$ cat src/inc/met_pkg.sv
// Constants and types shared by the execute-tail block
package met_pkg;

	// ----------------------------------------
	// Widths and sizes
	// ----------------------------------------
	localparam int DATA_W = 8;
	localparam int PROG_W = 15;
	localparam int PROG_ADDR_W = 12;
	localparam int RAM_DEPTH = 160;
	localparam int RAM_ADDR_W = 8;
	localparam int BUS_ADDR_W = 4;

	// ----------------------------------------
	// Register offsets
	// ----------------------------------------
	localparam logic [3:0] OFS_WORK = 4'h0;
	localparam logic [3:0] OFS_TPL = 4'h1;
	localparam logic [3:0] OFS_TPH = 4'h2;
	localparam logic [3:0] OFS_THL = 4'h3;
	localparam logic [3:0] OFS_FLAGS = 4'h4;
	localparam logic [3:0] OFS_CTRL = 4'h5;

	// ----------------------------------------
	// Field positions and reset values
	// ----------------------------------------
	localparam int FLAG_C = 0;
	localparam int FLAG_AC = 1;
	localparam int FLAG_Z = 2;
	localparam int FLAG_OV = 3;
	localparam int CTRL_HIPTR = 0;
	localparam logic [7:0] RST_BYTE = 8'h00;
	localparam logic [6:0] RST_THL = 7'h00;
	localparam logic [3:0] RST_FLAGS = 4'h0;
	localparam logic [11:0] RST_PADDR = 12'h000;
	localparam logic [3:0] LAST_PAGE = 4'hF;

	// ----------------------------------------
	// Operations and states
	// ----------------------------------------
	typedef enum logic [3:0] {
		OP_SUB_IMM = 4'h0,
		OP_SWAP_MEM = 4'h1,
		OP_SWAP_WORK = 4'h2,
		OP_SKIP_NULL = 4'h3,
		OP_LOAD_SKIP = 4'h4,
		OP_BIT_SKIP = 4'h5,
		OP_TABLE_PAGED = 4'h6,
		OP_TABLE_LAST = 4'h7,
		OP_XOR_WORK = 4'h8,
		OP_XOR_MEM = 4'h9,
		OP_XOR_IMM = 4'hA
	} met_op_type;

	typedef enum logic [3:0] {
		ST_IDLE = 4'h1,
		ST_FETCH = 4'h2,
		ST_EXEC = 4'h4,
		ST_DUMMY = 4'h8
	} met_state_type;

endpackage

$ cat src/design/met_exec_tail.sv
// Execute unit for the subtract, swap, skip, table read and xor instruction group
`timescale 1ns/1ps
module met_exec_tail
	import met_pkg::*;
(
	input wire logic sys_clk,
	input wire logic nrst,
	input wire logic instrValid,
	input wire met_pkg::met_op_type instrOp,
	input wire logic [met_pkg::RAM_ADDR_W-1:0] instrAddr,
	input wire logic [met_pkg::DATA_W-1:0] instrImm,
	input wire logic [2:0] instrBit,
	output logic instrReady,
	output logic instrDone,
	output logic discardNext,
	input wire logic [3:0] pcPage,
	output logic progRead,
	output logic [met_pkg::PROG_ADDR_W-1:0] progAddr,
	input wire logic [met_pkg::PROG_W-1:0] progData,
	input wire logic [met_pkg::BUS_ADDR_W-1:0] busAddr,
	input wire logic [met_pkg::DATA_W-1:0] busWrData,
	input wire logic busWr,
	input wire logic busRd,
	output logic [met_pkg::DATA_W-1:0] busRdData
);
	import met_pkg::*;

	// ----------------------------------------
	// State
	// ----------------------------------------
	typedef struct packed
	{
		met_state_type state;
		met_op_type op;
		logic [RAM_ADDR_W-1:0] addr;
		logic [DATA_W-1:0] imm;
		logic [2:0] bitSel;
		logic [DATA_W-1:0] work;
		logic [DATA_W-1:0] tpl;
		logic [DATA_W-1:0] tph;
		logic [6:0] thl;
		logic [3:0] flags;
		logic hiEnable;
		logic progRead;
		logic [PROG_ADDR_W-1:0] progAddr;
		logic [DATA_W-1:0] rdData;
	} met_regs_type;

	met_regs_type core_reg;
	met_regs_type core_next;

	logic [DATA_W-1:0] memRd;
	logic memWrEn;
	logic [DATA_W-1:0] memWrData;
	logic [DATA_W-1:0] aluResult;
	logic [3:0] aluFlags;
	logic aluSkip;
	logic inExec;

	function automatic logic isTable(input met_op_type op);
		isTable = (op == OP_TABLE_PAGED) || (op == OP_TABLE_LAST);
	endfunction

	function automatic logic writesWork(input met_op_type op);
		writesWork = (op == OP_SUB_IMM) || (op == OP_SWAP_WORK) || (op == OP_LOAD_SKIP) ||
			(op == OP_XOR_WORK) || (op == OP_XOR_IMM);
	endfunction

	function automatic logic writesMem(input met_op_type op);
		writesMem = (op == OP_SWAP_MEM) || (op == OP_XOR_MEM) || isTable(op);
	endfunction

	function automatic logic [PROG_ADDR_W-1:0] tableAddr(input met_op_type op, input logic hi,
		input logic [7:0] tph, input logic [7:0] tpl, input logic [3:0] page);
		if (op == OP_TABLE_LAST)
			tableAddr = {LAST_PAGE, tpl};
		else if (hi)
			tableAddr = {tph[3:0], tpl};
		else
			tableAddr = {page, tpl};
	endfunction

	// ----------------------------------------
	// Datapath helpers
	// ----------------------------------------
	assign inExec = (core_reg.state == ST_EXEC);

	met_alu met_alu_inst
	(
		.op(core_reg.op),
		.work(core_reg.work),
		.memData(memRd),
		.imm(core_reg.imm),
		.bitSel(core_reg.bitSel),
		.flagsIn(core_reg.flags),
		.result(aluResult),
		.flagsOut(aluFlags),
		.skip(aluSkip)
	);

	// Low byte of the fetched word goes to memory, high part to the latch
	assign memWrEn = inExec && writesMem(core_reg.op);
	assign memWrData = isTable(core_reg.op) ? progData[7:0] : aluResult;

	met_data_ram met_data_ram_inst
	(
		.sys_clk(sys_clk),
		.nrst(nrst),
		.wrEn(memWrEn),
		.wrAddr(core_reg.addr),
		.wrData(memWrData),
		.rdEn(core_reg.state == ST_FETCH),
		.rdAddr(core_reg.addr),
		.rdData(memRd)
	);

	// ----------------------------------------
	// Next state
	// ----------------------------------------
	always_comb
	begin
		core_next = core_reg;
		core_next.progRead = 1'b0;
		// Software writes first so that a finishing instruction wins the same cycle
		if (busWr)
		begin
			case (busAddr)
				OFS_WORK: core_next.work = busWrData;
				OFS_TPL: core_next.tpl = busWrData;
				OFS_TPH: core_next.tph = busWrData;
				OFS_FLAGS: core_next.flags = busWrData[3:0];
				OFS_CTRL: core_next.hiEnable = busWrData[CTRL_HIPTR];
				default: core_next.hiEnable = core_reg.hiEnable;
			endcase
		end
		if (busRd)
		begin
			case (busAddr)
				OFS_WORK: core_next.rdData = core_reg.work;
				OFS_TPL: core_next.rdData = core_reg.tpl;
				OFS_TPH: core_next.rdData = core_reg.tph;
				OFS_THL: core_next.rdData = {1'b0, core_reg.thl};
				OFS_FLAGS: core_next.rdData = {4'h0, core_reg.flags};
				OFS_CTRL: core_next.rdData = {7'h00, core_reg.hiEnable};
				default: core_next.rdData = RST_BYTE;
			endcase
		end
		case (core_reg.state)
			ST_IDLE:
			begin
				if (instrValid)
				begin
					core_next.op = instrOp;
					core_next.addr = instrAddr;
					core_next.imm = instrImm;
					core_next.bitSel = instrBit;
					core_next.state = ST_FETCH;
					core_next.progRead = isTable(instrOp);
					// Pointers are taken at accept; a later pointer write hits the next read
					core_next.progAddr = tableAddr(instrOp, core_reg.hiEnable, core_reg.tph,
						core_reg.tpl, pcPage);
				end
			end
			ST_FETCH:
				core_next.state = ST_EXEC;
			ST_EXEC:
			begin
				if (writesWork(core_reg.op))
					core_next.work = aluResult;
				core_next.flags = aluFlags;
				if (isTable(core_reg.op))
					core_next.thl = progData[14:8];
				core_next.state = aluSkip ? ST_DUMMY : ST_IDLE;
			end
			ST_DUMMY:
				core_next.state = ST_IDLE;
			default:
				core_next.state = ST_IDLE;
		endcase
	end

	always_ff @(posedge sys_clk or negedge nrst)
	begin
		if (!nrst)
		begin
			core_reg.state <= ST_IDLE;
			core_reg.op <= OP_SUB_IMM;
			core_reg.addr <= RST_BYTE;
			core_reg.imm <= RST_BYTE;
			core_reg.bitSel <= 3'h0;
			core_reg.work <= RST_BYTE;
			core_reg.tpl <= RST_BYTE;
			core_reg.tph <= RST_BYTE;
			core_reg.thl <= RST_THL;
			core_reg.flags <= RST_FLAGS;
			core_reg.hiEnable <= 1'b0;
			core_reg.progRead <= 1'b0;
			core_reg.progAddr <= RST_PADDR;
			core_reg.rdData <= RST_BYTE;
		end
		else
			core_reg <= core_next;
	end

	// ----------------------------------------
	// Outputs
	// ----------------------------------------
	assign instrReady = (core_reg.state == ST_IDLE);
	assign instrDone = (inExec && !aluSkip) || (core_reg.state == ST_DUMMY);
	assign discardNext = (core_reg.state == ST_DUMMY);
	assign progRead = core_reg.progRead;
	assign progAddr = core_reg.progAddr;
	assign busRdData = core_reg.rdData;

	// ----------------------------------------
	// Checks
	// ----------------------------------------
	property p_sub_result;
		@(posedge sys_clk) disable iff (!nrst)
		inExec && core_reg.op == OP_SUB_IMM && !busWr |=> core_reg.work == $past(core_reg.work) - $past(core_reg.imm);
	endproperty
	a_sub_result: assert property (p_sub_result) else $error("subtract result wrong");

	property p_swap_mem;
		@(posedge sys_clk) disable iff (!nrst)
		inExec && core_reg.op == OP_SWAP_MEM |-> memWrEn && memWrData == {memRd[3:0], memRd[7:4]};
	endproperty
	a_swap_mem: assert property (p_swap_mem) else $error("memory swap wrong");

	property p_swap_work;
		@(posedge sys_clk) disable iff (!nrst)
		inExec && core_reg.op == OP_SWAP_WORK && !busWr |-> !memWrEn ##1
			core_reg.work == {$past(memRd[3:0]), $past(memRd[7:4])} && $stable(core_reg.flags);
	endproperty
	a_swap_work: assert property (p_swap_work) else $error("work swap wrong");

	property p_skip_null;
		@(posedge sys_clk) disable iff (!nrst)
		inExec && core_reg.op == OP_SKIP_NULL && memRd == 8'h00 |=> discardNext ##1 instrReady;
	endproperty
	a_skip_null: assert property (p_skip_null) else $error("null skip timing wrong");

	property p_load_skip;
		@(posedge sys_clk) disable iff (!nrst)
		inExec && core_reg.op == OP_LOAD_SKIP && !busWr |=> core_reg.work == $past(memRd) &&
			discardNext == ($past(memRd) == 8'h00);
	endproperty
	a_load_skip: assert property (p_load_skip) else $error("load skip wrong");

	property p_bit_skip;
		@(posedge sys_clk) disable iff (!nrst)
		inExec && core_reg.op == OP_BIT_SKIP |=> discardNext == !$past(memRd[core_reg.bitSel]);
	endproperty
	a_bit_skip: assert property (p_bit_skip) else $error("bit skip wrong");

	property p_table_addr;
		@(posedge sys_clk) disable iff (!nrst)
		instrReady && instrValid && instrOp == OP_TABLE_PAGED && core_reg.hiEnable |=>
			progRead && progAddr == {$past(core_reg.tph[3:0]), $past(core_reg.tpl)};
	endproperty
	a_table_addr: assert property (p_table_addr) else $error("paged table address wrong");

	property p_table_page;
		@(posedge sys_clk) disable iff (!nrst)
		instrReady && instrValid && instrOp == OP_TABLE_PAGED && !core_reg.hiEnable |=>
			progAddr == {$past(pcPage), $past(core_reg.tpl)};
	endproperty
	a_table_page: assert property (p_table_page) else $error("current page address wrong");

	property p_table_last;
		@(posedge sys_clk) disable iff (!nrst)
		instrReady && instrValid && instrOp == OP_TABLE_LAST |=> progAddr[11:8] == LAST_PAGE ##2
			core_reg.thl == $past(progData[14:8]);
	endproperty
	a_table_last: assert property (p_table_last) else $error("last page read wrong");

	property p_xor_zero;
		@(posedge sys_clk) disable iff (!nrst)
		inExec && core_reg.op == OP_XOR_WORK && !busWr |=> core_reg.work == ($past(core_reg.work) ^ $past(memRd)) &&
			core_reg.flags[FLAG_Z] == (core_reg.work == 8'h00) && core_reg.flags[1:0] == $past(core_reg.flags[1:0]);
	endproperty
	a_xor_zero: assert property (p_xor_zero) else $error("xor with memory wrong");

	property p_xor_mem;
		@(posedge sys_clk) disable iff (!nrst)
		inExec && core_reg.op == OP_XOR_MEM |-> memWrEn && memWrData == (core_reg.work ^ memRd);
	endproperty
	a_xor_mem: assert property (p_xor_mem) else $error("xor to memory wrong");

	property p_xor_imm;
		@(posedge sys_clk) disable iff (!nrst)
		inExec && core_reg.op == OP_XOR_IMM && !busWr |=> core_reg.work == ($past(core_reg.work) ^ $past(core_reg.imm));
	endproperty
	a_xor_imm: assert property (p_xor_imm) else $error("xor immediate wrong");

	// Carry means no borrow, so it follows the unsigned compare of the operands
	property p_sub_flags;
		@(posedge sys_clk) disable iff (!nrst)
		inExec && core_reg.op == OP_SUB_IMM |=> core_reg.flags[FLAG_Z] == (core_reg.work == 8'h00) &&
			core_reg.flags[FLAG_C] == ($past(core_reg.work) >= $past(core_reg.imm));
	endproperty
	a_sub_flags: assert property (p_sub_flags) else $error("subtract zero or carry flag wrong");

	property p_swap_flags;
		@(posedge sys_clk) disable iff (!nrst)
		inExec && (core_reg.op == OP_SWAP_MEM || core_reg.op == OP_SWAP_WORK) |=> $stable(core_reg.flags);
	endproperty
	a_swap_flags: assert property (p_swap_flags) else $error("swap changed a flag");

	property p_skip_none;
		@(posedge sys_clk) disable iff (!nrst)
		inExec && core_reg.op == OP_SKIP_NULL && memRd != 8'h00 |-> instrDone ##1 instrReady && !discardNext;
	endproperty
	a_skip_none: assert property (p_skip_none) else $error("null test took a dummy cycle");

	property p_skip_flags;
		@(posedge sys_clk) disable iff (!nrst)
		inExec && (core_reg.op == OP_SKIP_NULL || core_reg.op == OP_LOAD_SKIP || core_reg.op == OP_BIT_SKIP) |=>
			$stable(core_reg.flags);
	endproperty
	a_skip_flags: assert property (p_skip_flags) else $error("skip changed a flag");

	property p_table_data;
		@(posedge sys_clk) disable iff (!nrst)
		inExec && (core_reg.op == OP_TABLE_PAGED || core_reg.op == OP_TABLE_LAST) |-> memWrEn &&
			memWrData == progData[7:0] ##1 core_reg.thl == $past(progData[14:8]) && $stable(core_reg.flags);
	endproperty
	a_table_data: assert property (p_table_data) else $error("table word split wrong");

	// Xor result is zero exactly when both operands match
	property p_xor_mem_flags;
		@(posedge sys_clk) disable iff (!nrst)
		inExec && core_reg.op == OP_XOR_MEM |=> core_reg.flags[FLAG_Z] == ($past(core_reg.work) == $past(memRd)) &&
			core_reg.flags[FLAG_OV] == $past(core_reg.flags[FLAG_OV]) && core_reg.flags[1:0] == $past(core_reg.flags[1:0]);
	endproperty
	a_xor_mem_flags: assert property (p_xor_mem_flags) else $error("xor to memory flags wrong");
endmodule

$ cat src/design/met_data_ram.sv
// Data memory with registered read port
`timescale 1ns/1ps
module met_data_ram
	import met_pkg::*;
(
	input wire logic sys_clk,
	input wire logic nrst,
	input wire logic wrEn,
	input wire logic [met_pkg::RAM_ADDR_W-1:0] wrAddr,
	input wire logic [met_pkg::DATA_W-1:0] wrData,
	input wire logic rdEn,
	input wire logic [met_pkg::RAM_ADDR_W-1:0] rdAddr,
	output logic [met_pkg::DATA_W-1:0] rdData
);
	import met_pkg::*;

	typedef struct packed
	{
		logic [RAM_DEPTH-1:0][DATA_W-1:0] cells;
		logic [DATA_W-1:0] rd;
	} met_ram_type;

	met_ram_type ram_reg;
	met_ram_type ram_next;

	// ----------------------------------------
	// Access
	// ----------------------------------------
	// Addresses past the top are dropped on write and read as zero
	always_comb
	begin
		ram_next = ram_reg;
		if (rdEn)
		begin
			ram_next.rd = (rdAddr < RAM_DEPTH) ? ram_reg.cells[rdAddr] : RST_BYTE;
		end
		if (wrEn && (wrAddr < RAM_DEPTH))
		begin
			ram_next.cells[wrAddr] = wrData;
		end
	end

	always_ff @(posedge sys_clk or negedge nrst)
	begin
		if (!nrst)
			ram_reg <= '0;
		else
			ram_reg <= ram_next;
	end

	assign rdData = ram_reg.rd;
endmodule

$ cat src/design/met_alu.sv
// Result, flag and skip logic for the execute-tail operations
`timescale 1ns/1ps
module met_alu
	import met_pkg::*;
(
	input wire met_pkg::met_op_type op,
	input wire logic [met_pkg::DATA_W-1:0] work,
	input wire logic [met_pkg::DATA_W-1:0] memData,
	input wire logic [met_pkg::DATA_W-1:0] imm,
	input wire logic [2:0] bitSel,
	input wire logic [3:0] flagsIn,
	output logic [met_pkg::DATA_W-1:0] result,
	output logic [3:0] flagsOut,
	output logic skip
);
	import met_pkg::*;

	logic [8:0] diff;
	logic [4:0] lowDiff;
	logic [7:0] notImm;

	assign notImm = ~imm;
	assign diff = {1'b0, work} + {1'b0, notImm} + 9'h001;
	assign lowDiff = {1'b0, work[3:0]} + {1'b0, notImm[3:0]} + 5'h01;

	// ----------------------------------------
	// Per operation
	// ----------------------------------------
	always_comb
	begin
		result = RST_BYTE;
		flagsOut = flagsIn;
		skip = 1'b0;
		case (op)
			OP_SUB_IMM:
			begin
				result = diff[7:0];
				flagsOut[FLAG_C] = diff[8];
				flagsOut[FLAG_AC] = lowDiff[4];
				flagsOut[FLAG_OV] = (work[7] == notImm[7]) && (diff[7] != work[7]);
				flagsOut[FLAG_Z] = (diff[7:0] == RST_BYTE);
			end
			OP_SWAP_MEM, OP_SWAP_WORK:
				result = {memData[3:0], memData[7:4]};
			OP_SKIP_NULL:
				skip = (memData == RST_BYTE);
			OP_LOAD_SKIP:
			begin
				result = memData;
				skip = (memData == RST_BYTE);
			end
			OP_BIT_SKIP:
				skip = !memData[bitSel];
			OP_XOR_WORK, OP_XOR_MEM:
			begin
				result = work ^ memData;
				flagsOut[FLAG_Z] = ((work ^ memData) == RST_BYTE);
			end
			OP_XOR_IMM:
			begin
				result = work ^ imm;
				flagsOut[FLAG_Z] = ((work ^ imm) == RST_BYTE);
			end
			default:
				result = RST_BYTE;
		endcase
	end
endmodule

$ cat config.mk
export PLATFORM = sky130hd
export DESIGN_NAME = met_exec_tail
export DESIGN_NICKNAME = d
export VERILOG_FILES = /design/src/inc/met_pkg.sv /design/src/design/met_exec_tail.sv /design/src/design/met_data_ram.sv /design/src/design/met_alu.sv
export SDC_FILE = /design/constraint.sdc
export NUM_CORES = 2
export LEC_CHECK = 0
export BUFFER_PORTS_ARGS = -buffer_cell sky130_fd_sc_hd__buf_2
export CORE_UTILIZATION = 25
export DETAILED_ROUTE_END_ITERATION = 7
export PLACE_DENSITY = 0.46
export SETUP_SLACK_MARGIN = 0.1
export SYNTH_ARGS = -nofsm -noshare
export SYNTH_HDL_FRONTEND = slang
export SYNTH_SLANG_ARGS = --single-unit
$ cat constraint.sdc
create_clock -name sys_clk -period 3.1 [get_ports sys_clk]
set_input_delay 0.62 -clock sys_clk [delete_from_list [all_inputs] [get_ports sys_clk]]
set_output_delay 0.62 -clock sys_clk [all_outputs]
set_load 0.05 [all_outputs]
==> metrics.txt <==
Crit Path Max Fanout 2; Layout area overhead 22.1%; async set or reset register ratio after synthesis 1.00; Post-Syn Instances 5730; switching share of power 0.403; First-pass DRT Iterations 5; Seq cells post-synth 1372; failing checks setup timing; Crit-path slowest cell mux4_2; final net count 6044; clock share of power 0.297; max FFs per register 1280; critical path type flop to primary output; Root Buffer clkbuf_16; Avg Vias per Cell around 4.7; H-Tree Depth 4; Slew Viols, Final 0; worst path arrival time just under 3 ns; Routed WL 203 mm; worst hold slack 0.0626 ns; number of global-route vias before repair roughly 45000; cts bufs inserted 162; RePlAce Congestion 0.849; endpoints failing setup 1; Critical Path, Cell by Cell mux4_2, nor2b_1, a2111oi_0, o21ai_0, o21a_1, nand2_2, nand2b_1, buf_6; Die Wd 500 um; Distinct cells, synth 83; setup ws final -0.413 ns; Initial DRC Count ~3400; clk_lat worst skew about 0.8 ns; Pwr per Cell Area between 800 and 900 nW/um2; Int Pwr around 40000 uW; Least-Margin Pin Slew 1.04 ns; largest net degree at the start of global routing ~100; Detail Route Antenna Nets 0; Rel. slew slack 0.303; Max Buffers Root-to-Sink 3; # clock sinks between 1000 and 1500; DRC 0; Die ar. ~250000 um2; Syn Area/Cell about 11 um2; Final Cycle Share 1.13; Pleak around 0.032 uW; Port-buffer cells between 80 and 90; Final Power approximately 67000 uW; Final HPWL DP approximately 140 mm; antenna violations before repair 5; Switch Pwr around 27000 uW; worst endpoint required time about 2.5 ns; syn_nets 5798; CTS tree yes; status finished with violations; Worst-path clk slew around 0.06 ns; Syn Std Cell Area about 62000 um2; final hold violation count 0; hold crit path type primary input to flop; Core ar. 246000 um2; Max-Cap Viols 0; drt wl/cell between 20 and 25 um; RR Startpoint core_reg[68]; Design Area, Final 75700 um2; hold path start instrOp[1]; layout cells sized above 1 0.224; commonest non-fill, non-tap cells in the layout nand2_1, dfrtp_1, o21ai_0, buf_4, mux4_2; Placed Area around 70000 um2; gr usage total 0.161; starting density of the core 0.252; I/O pin cnt 83; Logic pwr share 0.416; Seq pwr share 0.287; CP peak stage delay 0.57 ns; Warnings, synthesis 0; commonest non-fill, non-tap cell in the layout nand2_1; crit path time final around 3.5 ns; Startpoint Class flop; EDFF count, synth 0; endpoint class of the critical path primary output; register area share after synthesis 0.554; crit path from met_data_ram_inst.rdData[3]; Max VDD drop between 0.0009 and 0.001 V; Vias between 40000 and 50000; first-pass GRT wire length 305 mm; FMAX ~280 MHz; Die Ht approximately 500 um; main flop type after synthesis dfrtp_1; row cnt roughly 180; RSZ-0062 raised after global routing yes; total grt overflow 0; worst-case clock skew about 0.031 ns
==> final cells by class <==
cell class,count,area (um2)
clock inverter,50,718
sequential,1372,34400
timing repair buffer,562,5660
fill,25161,170000
multi-input combinational,3851,25800
inverter,27,105
antenna,4,10.0
clock buffer,245,4870
tap,3312,4140
==> synthesized netlist by cell type (26+ instances only) <==
| cell type | instances | area share |
|---|---|---|
| nor2_1 | 176 | 0.011 |
| o21ai_0 | 990 | 0.080 |
| o31ai_1 | 164 | 0.020 |
| nand2_1 | 1469 | 0.089 |
| buf_2 | 132 | 0.011 |
| o21ai_1 | 76 | 0.0061 |
| buf_4 | 50 | 0.0061 |
| clkbuf_1 | 243 | 0.015 |
| a22oi_1 | 52 | 0.0063 |
| mux2i_1 | 66 | 0.011 |
| nand3_1 | 40 | 0.0032 |
| mux4_2 | 340 | 0.12 |
| nor2b_1 | 27 | 0.0027 |
| dfrtp_1 | 1371 | 0.55 |
| mux2_2 | 29 | 0.0053 |
| o22ai_1 | 26 | 0.0026 |
| a21oi_1 | 131 | 0.011 |
==> logic make-up (layout without fill, tap and decap cells) <==
family	count (synthesis)	after routing	synth area share
xor+xnor	13	13	0.00184
other cells	0	4	0
fa+ha+maj	9	9	0.00194
mux	435	435	0.140
simple gates	1852	1852	0.124
flops	1372	1372	0.554
buf+inv	507	884	0.0396
compound gates	1542	1542	0.139
==> metrics by stage <==
stage	worst slack, ns	std cells	TNS, ns	utilization
floorplan	0.406	5730	0	-
global placement	-0.409	9051	-1.55	0.278
detailed placement	-0.407	9051	-1.28	0.278
CTS	-0.448	9375	-0.448	0.304
global route	-0.523	9420	-1.05	0.307
finish	-0.413	9423	-0.413	0.307
==> worst max-delay path, delay by kind of cell, from the launching register on <==
kind | cells | cell delay, ns
AOI/OAI and AO/OA | 3 | 0.60
buffers and inverters | 1 | 0.15
DFF | 1 | 0.46
and+or+nand+nor | 3 | 0.32
muxes | 1 | 0.57
==> layer usage <==
metal | global-route usage | part of all wire | vias up
li1 | - | - | 20711
met1 | 0.227 | 0.47 | 22685
met2 | 0.258 | 0.46 | 935
met3 | 0.0237 | 0.045 | 272
met4 | 0.0425 | 0.024 | 0
met5 | 0 | 0 | -
==> final timing paths <==
check / end / slack, ns / cells after the start
worst min register to register: met_data_ram_inst.ram_reg[991] / 0.47 / 2
worst max register to register: met_data_ram_inst.rdData[4] / 0.15 / 9
worst max-delay path: instrDone / -0.41 / 8
worst min-delay path: core_reg[77] / 0.06 / 3
min in group asynchronous: met_data_ram_inst.ram_reg[513] / 0.37 / 2
max in group asynchronous: core_reg[70] / 1.58 / 4
==> power by group through the flow <==
stage               Sequential (uW)  Clock (uW)  Combinational [uW]
detailed placement            19600           0               25700
global route                  19300       21100               29300
floorplan                     19200           0               13100
finish                        19200       19900               27800
global placement              19500           0               25700
CTS                           19200       20400               26500
==> what timing repair did <==
item / in CTS / in global routing
hold endpoints to repair: 52 / 0
pin swaps: 14 / 33
gates cloned: 4 / 9
hold buffers: 17 / 0
setup endpoints to repair: 9 / 603
resized for setup: 64 / 77
setup buffers: 8 / 35
(Power assumes the default switching activity.)
